<file path="config.mk">
export PLATFORM = sky130hd
export DESIGN_NAME = pgc_gpio_control
export DESIGN_NICKNAME = d
export VERILOG_FILES = /design/src/logic/pgc_pkg.sv /design/src/logic/pgc_gpio_control.sv /design/src/logic/pgc_irq_latch.sv
export SDC_FILE = /design/constraint.sdc
export NUM_CORES = 1
export LEC_CHECK = 0
export BUFFER_PORTS_ARGS = -buffer_cell sky130_fd_sc_hd__buf_2
export CAP_MARGIN = 20
export CORE_ASPECT_RATIO = 0.75
export CORE_UTILIZATION = 46
export CTS_CLUSTER_SIZE = 10
export DETAILED_ROUTE_END_ITERATION = 7
export HOLD_SLACK_MARGIN = 0.08
export PLACE_DENSITY = 0.78
export SETUP_SLACK_MARGIN = 0.1
export SYNTH_ARGS = -nofsm -noshare
export SYNTH_HDL_FRONTEND = slang
export SYNTH_SLANG_ARGS = --single-unit
</file>
<file path="constraint.sdc">
create_clock -name sys_clk_in -period 1.6 [get_ports sys_clk_in]
set_clock_uncertainty 0.05 [all_clocks]
set_input_delay 0.24 -clock sys_clk_in [delete_from_list [all_inputs] [get_ports sys_clk_in]]
set_output_delay 0.24 -clock sys_clk_in [all_outputs]
set_load 0.01 [all_outputs]
</file>
<file path="src/logic/pgc_pkg.sv">
// Package of constants and carrier types for the pin control block
// What this block does
// [RQ1] Three open-drain pins, each input or output
// [RQ2] Output pin drives low or releases per level
// [RQ3] Reset leaves every pin input, no function
// [RQ4] Pins one, two interrupt on pin edge
// [RQ5] Interrupt mask suppresses pin interrupt request
// [RQ6] Interrupt edge polarity chosen by setting
// [RQ7] Pins one, two follow level for converters
// [RQ8] Polarity setting picks converter-on pin level
// [RQ9] Pin one level puts both converters standby
// [RQ10] Host enables one input function per pin
// [RQ11] Pin three selected edge starts conversion
// [RQ12] Pin input passes two latches first
// [RQ13] Interrupt output low after first edge
// [RQ14] Read clears only after pin returns
// [RQ15] Release needs two edges then a read
// [RQ16] Extra edges without read change nothing
// [RQ17] Undervoltage or output reconfig deasserts interrupt
// [RQ18] Converter on/standby needs both command sources
// [RQ19] Any completed read counts as clearing read
`default_nettype none
package pgc_pkg;
    localparam int          PGC_PINS    = 3;
    localparam int          PGC_IRQ_PIN = 2;
    localparam logic        PGC_RST_LOW = 1'h0;
    localparam logic [1:0]  PGC_FN_NONE = 2'h0;

    // Per-pin configuration from the host side
    typedef struct packed {
        logic is_output;
        logic out_level;
        logic irq_fn;
        logic buck_fn;
        logic standby_fn;
        logic polarity;
    } pgc_pin_cfg_t;

    // Converter command triple (two converters plus standby) from either source
    typedef struct packed {
        logic buck_first_on;
        logic buck_second_on;
        logic standby;
    } pgc_buck_cmd_t;

    typedef enum logic [2:0] {
        PGC_IDLE   = 3'h1,
        PGC_ARMED  = 3'h2,
        PGC_RETURN = 3'h4
    } pgc_irq_state_t;
endpackage : pgc_pkg
`default_nettype wire

</file>
<file path="src/logic/pgc_gpio_control.sv">
// Top of the three-pin control block with converter gating and trigger
`default_nettype none
module pgc_gpio_control
    import pgc_pkg::*;
(
    input  wire logic                    sys_clk_in,
    input  wire logic                    nrst_in,
    input  wire pgc_pin_cfg_t [PGC_PINS-1:0] pin_cfg_in,
    input  wire logic [PGC_IRQ_PIN-1:0]  irq_mask_in,
    input  wire logic                    adc_trig_en_in,
    input  wire pgc_buck_cmd_t           host_cmd_in,
    input  wire logic                    read_done_in,
    input  wire logic                    uvlo_in,
    input  wire logic [PGC_PINS-1:0]     pin_in,
    output logic [PGC_PINS-1:0]          pin_out,
    output logic [PGC_PINS-1:0]          pin_oe_n_out,
    output logic                         int_n_out,
    output logic                         adc_start_out,
    output pgc_buck_cmd_t                buck_mode_out,
    output logic [PGC_PINS-1:0]          pin_level_out
);
    typedef struct packed {
        logic [PGC_PINS-1:0] sync1;
        logic [PGC_PINS-1:0] sync2;
        logic                trig_prev;
        logic                adc_start;
        logic [PGC_PINS-1:0] oe_n;
        logic                int_n;
        pgc_buck_cmd_t       mode;
    } pgc_top_state_t;

    pgc_top_state_t             s_reg;
    pgc_top_state_t             s_next;
    logic [PGC_IRQ_PIN-1:0]     pending;
    pgc_buck_cmd_t              pin_cmd;

    // Level match helper reused for the converter, standby and trigger functions
    function automatic logic pgc_active(input logic level, input logic pol);
        return level == pol;
    endfunction : pgc_active

    genvar g;
    generate
        for (g = 0; g < PGC_IRQ_PIN; g++) begin : g_irq
            pgc_irq_latch u_latch (
                .sys_clk_in  (sys_clk_in),
                .nrst_in     (nrst_in),
                .pin_sync_in (s_reg.sync2[g]), // RQ12
                .enable_in   (pin_cfg_in[g].irq_fn && !pin_cfg_in[g].is_output),
                .rise_sel_in (pin_cfg_in[g].polarity),
                .read_done_in(read_done_in), // RQ19
                .clear_in    (uvlo_in || pin_cfg_in[g].is_output), // RQ17
                .pending_out (pending[g])
            );
        end
    endgenerate

    always_comb begin
        pin_cmd = '0;
        // Functions assumed exclusive; each decodes its own enable
        pin_cmd.buck_first_on  = !pin_cfg_in[0].buck_fn ||
            pgc_active(s_reg.sync2[0], pin_cfg_in[0].polarity); // RQ7 RQ8
        pin_cmd.buck_second_on = !pin_cfg_in[1].buck_fn ||
            pgc_active(s_reg.sync2[1], pin_cfg_in[1].polarity); // RQ7 RQ8
        pin_cmd.standby = !pin_cfg_in[0].standby_fn ||
            pgc_active(s_reg.sync2[0], pin_cfg_in[0].polarity); // RQ9
        if (pin_cfg_in[0].is_output) begin
            pin_cmd.buck_first_on = 1'h1;
            pin_cmd.standby       = 1'h1;
        end
        if (pin_cfg_in[1].is_output) begin
            pin_cmd.buck_second_on = 1'h1;
        end
    end

    always_comb begin
        s_next           = s_reg;
        s_next.sync1     = pin_in;
        s_next.sync2     = s_reg.sync1; // RQ12
        s_next.trig_prev = s_reg.sync2[2];
        // Drive low only when output and level low; otherwise release
        for (int i = 0; i < PGC_PINS; i++) begin
            s_next.oe_n[i] = !(pin_cfg_in[i].is_output && !pin_cfg_in[i].out_level); // RQ1 RQ2
        end
        s_next.adc_start = !pin_cfg_in[2].is_output && adc_trig_en_in &&
            (s_reg.sync2[2] != s_reg.trig_prev) &&
            pgc_active(s_reg.sync2[2], pin_cfg_in[2].polarity); // RQ11
        s_next.int_n = !(|(pending & ~irq_mask_in)); // RQ5 RQ13
        // Converter action needs host and pin agreement
        s_next.mode.buck_first_on  = host_cmd_in.buck_first_on && pin_cmd.buck_first_on; // RQ18
        s_next.mode.buck_second_on = host_cmd_in.buck_second_on && pin_cmd.buck_second_on; // RQ18
        // Standby from pin only when pin one in standby mode
        s_next.mode.standby = host_cmd_in.standby && pin_cfg_in[0].standby_fn &&
            !pin_cfg_in[0].is_output && pin_cmd.standby; // RQ18 RQ9
    end

    always_ff @(posedge sys_clk_in or negedge nrst_in) begin
        if (!nrst_in) begin
            s_reg <= '{sync1: '0, sync2: '0, trig_prev: PGC_RST_LOW, adc_start: 1'h0,
                       oe_n: '1, int_n: 1'h1, mode: '0}; // RQ3
        end else begin
            s_reg <= s_next;
        end
    end

    assign pin_out       = '0;
    assign pin_oe_n_out  = s_reg.oe_n;
    assign int_n_out     = s_reg.int_n;
    assign adc_start_out = s_reg.adc_start;
    assign buck_mode_out = s_reg.mode;
    assign pin_level_out = s_reg.sync2;
endmodule : pgc_gpio_control
`default_nettype wire

</file>
<file path="src/logic/pgc_irq_latch.sv">
// Edge-triggered interrupt latch for one pin
`default_nettype none
module pgc_irq_latch
    import pgc_pkg::*;
(
    input  wire logic sys_clk_in,
    input  wire logic nrst_in,
    input  wire logic pin_sync_in,
    input  wire logic enable_in,
    input  wire logic rise_sel_in,
    input  wire logic read_done_in,
    input  wire logic clear_in,
    output logic      pending_out
);
    typedef struct packed {
        pgc_irq_state_t st;
        logic           prev;
    } pgc_latch_state_t;

    pgc_latch_state_t s_reg;
    pgc_latch_state_t s_next;
    logic             sel_edge;
    logic             any_edge;

    always_comb begin
        s_next      = s_reg;
        s_next.prev = pin_sync_in;
        any_edge    = pin_sync_in != s_reg.prev;
        sel_edge    = any_edge && (pin_sync_in == rise_sel_in); // RQ6
        case (s_reg.st)
            PGC_IDLE: begin
                if (enable_in && sel_edge) begin
                    s_next.st = PGC_ARMED; // RQ4 RQ13
                end
            end
            PGC_ARMED: begin
                // Second edge only opens the clear path
                if (any_edge) begin
                    s_next.st = PGC_RETURN; // RQ15
                end
            end
            PGC_RETURN: begin
                if (read_done_in) begin // RQ16
                    s_next.st = PGC_IDLE; // RQ14 RQ15
                end
            end
            default: begin
                s_next.st = PGC_IDLE;
            end
        endcase
        // Further edges in RETURN are ignored until a read
        if (clear_in || !enable_in) begin
            s_next.st = PGC_IDLE; // RQ17
        end
    end

    always_ff @(posedge sys_clk_in or negedge nrst_in) begin
        if (!nrst_in) begin
            s_reg <= '{st: PGC_IDLE, prev: PGC_RST_LOW};
        end else begin
            s_reg <= s_next;
        end
    end

    assign pending_out = s_reg.st != PGC_IDLE;
endmodule : pgc_irq_latch
`default_nettype wire

</file>
==> impl_metrics.yaml <==
floorplan:
  io-pin-count: 45
  start_util_pct: 50.3
  core_um2: 2080
  die_h_um: 43.3
  die_w_um: 57.1
  num_rows: 14
  dieArea_um2: 2480
setup_path:
  critical_path.max_stage_delay_ns: 0.59
  ff2ff_path_depth: 3
  cp.arrival_ns: 1.50
  slowest_stage: "dfstp_2"
  startpoint: "g_irq[1].u_latch.s_reg[1]"
  crit_path_max_fanout: 6
  crit_chain: "and4bb_2 -> nor3_1 -> a2111oi_2"
  critPathLaunchType: "register"
  cp.required_ns: 1.74
  crit_end: "g_irq[1].u_latch.s_reg[2]"
  worstReg2RegEnd: "g_irq[1].u_latch.s_reg[2]"
  rrSetupSlack_ns: 0.25
  timing.rr.start: "g_irq[1].u_latch.s_reg[1]"
  crit_path_end_kind: "register"
  critPathKind: "register to register"
layout:
  areaGrowthSynthToFinish_pct: 24.7
  fin_area_um2: 1310
  largest_reg_flops: 8
  multi_input_area_um2: 368
  fill_cells: 186
  num_antenna_cells: 0
  register_area_um2: 583
  finalNetCount: 163
  drive_gt1_share_pct: 38.2
timing:
  rsz0062_at_grt: "false"
  setup_viol: 0
  tns_ns: 0
  period_share_pct: 84.6
  hold_viol_final: 0
  slew_violations: 0
  fin_crit_ns: 1.35
  fmax_ghz: 0.738
synthesis:
  synth_area_leaders: "dfrtp_1, dfstp_2, buf_4, nor3b_1, nand2b_1"
  syn_avg_cell_area_um2: 11.7
  yosys_warnings: 0
  yosys.area_share.simple_pct: 19.2
  seq_area_frac_synth_pct: 55.6
  ys_ff_latch: 23
  yosysTopAreaCell: "dfrtp_1"
  ys_types: 32
  netlist_area_um2: 1050
  syn_inst: 90
  yosys.area.top_type_share_pct: 40.6
  synth_top_family_by_area: "simple AND/OR/NAND/NOR gates"
  synth.mux.area_fraction_pct: 0
  synth_xor_area_share_pct: 3.34
  yosys.area_share.adder_pct: 0
  synth_compound_area_share_pct: 11.5
drt:
  drt_wl_total_um: 1830
  route.met2.wl_um: 858
  top_layer: "met4"
  num_vias: 765
  wl_met1_um: 826
  drtPass1Iterations: 8
  wl_met3_um: 118
  dr.first_iter.drc_count: 35
  via_per_inst: 4.94
  routedWlPerCell_um: 11.8
  drc: 10
  ant_nets: 0
clock_network:
  cts_resized: 0
  tritoncts: "done"
  cts_made_buffers: 3
  cts_sinks: 23
  clock_path_buffers: 2
  cts.clk_slew.worst_paths_ns: 0.11
  clock_latency_ns: 0.29
  cts_root_buffer: "clkbuf_4"
  htreeDepth: 1
  postCtsSetupBuffers: 0
placed_design:
  portBuffers: 37
  place_congestion: 0.861
  place_area_um2: 1180
  hpwlAfterDp_um: 1360
power:
  powerDensity_nw_per_um2: 774
  ir_drop_mv: 0.614
  p_leak_nw: 0.622
hold_path:
  min_from: "host_cmd_in[1]"
  hp-class: "input pin to register"
grt:
  antenna_found_initial: 0
  grt_max_degree: 24
  grt_pass1_vias: 738
  grt_pass1_wl_um: 3060
  grt_remaining_overflow: 0
  grt_util_all_layers_pct: 16.7
run:
  cap_violations: 0
run_status:
  outcome: "finished, violations left"
  violations: "design-rule violations"
[timing repair]
item / 4_1_cts / 5_1_grt
hold buffers: 9 / 1
endpoints found under the hold margin: 25 / 1
endpoints found under the setup margin: 0 / 0
[cells by family after synthesis]
| family | Yosys count |
|---|---|
| buffers and inverters | 16 |
| and+or+nand+nor | 31 |
| DFF | 23 |
| other | 1 |
| xor gates and xnor gates | 4 |
| AOI/OAI and AO/OA | 15 |
[worst max-delay path: cells and delay by family, from the launching register on]
kind               cells  cell delay [ns]
and+or+nand+nor        2             0.28
AOI/OAI and AO/OA      1             0.34
DFF                    1             0.59
[layout by cell type, fill, tap and decap left out, types with 2 or more instances in the layout]
master,instances
dlygate4sd3_1,10
conb_1,3
nor3_1,4
xnor2_1,2
a31oi_1,2
a21o_1,2
nand2_1,2
or2b_1,2
xor2_1,2
inv_1,4
a22oi_1,2
dfrtp_1,17
dfstp_2,6
nor2_1,5
nand2b_1,4
o22ai_1,2
clkbuf_4,3
nor4_1,2
buf_2,37
nor3b_1,5
[layer usage]
layer	up-vias	GRT usage [%]
li1	385	-
met1	347	19.4
met2	29	29.4
met3	4	5.67
met4	0	5.37
met5	-	0
[cell type report]
| cell class | count | area share, % |
|---|---|---|
| multi-input combinational | 53 | 28.1 |
| clock buffer | 4 | 2.01 |
| tap | 24 | 2.30 |
| sequential | 23 | 44.6 |
| inverter | 4 | 1.15 |
| timing repair buffer | 47 | 21.8 |
[synth_stat cells]
library cell	instances
a21o_1	2
o31a_1	1
nor3_1	4
a32oi_1	1
or2b_1	2
dfrtp_1	17
o22ai_1	2
xor2_1	2
nand2_1	2
dfstp_2	6
inv_1	4
o31a_2	1
o22a_1	1
a31o_1	1
and4bb_2	1
nand3_1	1
a2111oi_2	1
a21oi_1	1
a22oi_1	2
or3b_1	1
a31oi_1	2
conb_1	1
nor2_1	5
and3b_1	1
nor3b_1	5
nor4_1	2
buf_4	12
nor2b_1	1
or3b_4	1
nand2b_1	4
and4bb_1	1
xnor2_1	2
[power breakdown]
group / internal [mW] / switching [mW] / total (mW)
logic: 0.0760 / 0.0638 / 0.140
clock network: 0.0971 / 0.150 / 0.247
registers: 0.609 / 0.0165 / 0.625
total: 0.782 / 0.231 / 1.01
[worst min-delay path by stage]
stage / to / depth (start not counted) / slack, ns
finish: buck_mode_out[1] / 2 / 0.1
global route: buck_mode_out[1] / 2 / 0.08
CTS: pin_oe_n_out[1] / 2 / 0.08
detailed placement: buck_mode_out[1] / 1 / 0.19
global placement: buck_mode_out[1] / 1 / 0.18
floorplan: adc_start_out / 0 / -0.11
[metrics by stage]
stage | power [mW] | hold WS (ns) | util, % | setup WS (ns) | std cells
6_report | 1.01 | 0.0998 | 62.7 | 0.246 | 155
5_1_grt | 1.07 | 0.0817 | 62.7 | 0.140 | 155
4_1_cts | 1.02 | 0.0825 | 62.2 | 0.236 | 154
3_5_place_dp | 0.758 | 0.185 | 56.7 | 0.236 | 141
3_3_place_gp | 0.753 | 0.177 | 56.7 | 0.295 | 141
2_1_floorplan | 0.710 | -0.106 | - | 0.333 | 92
Power figures use the tool's default switching activity.
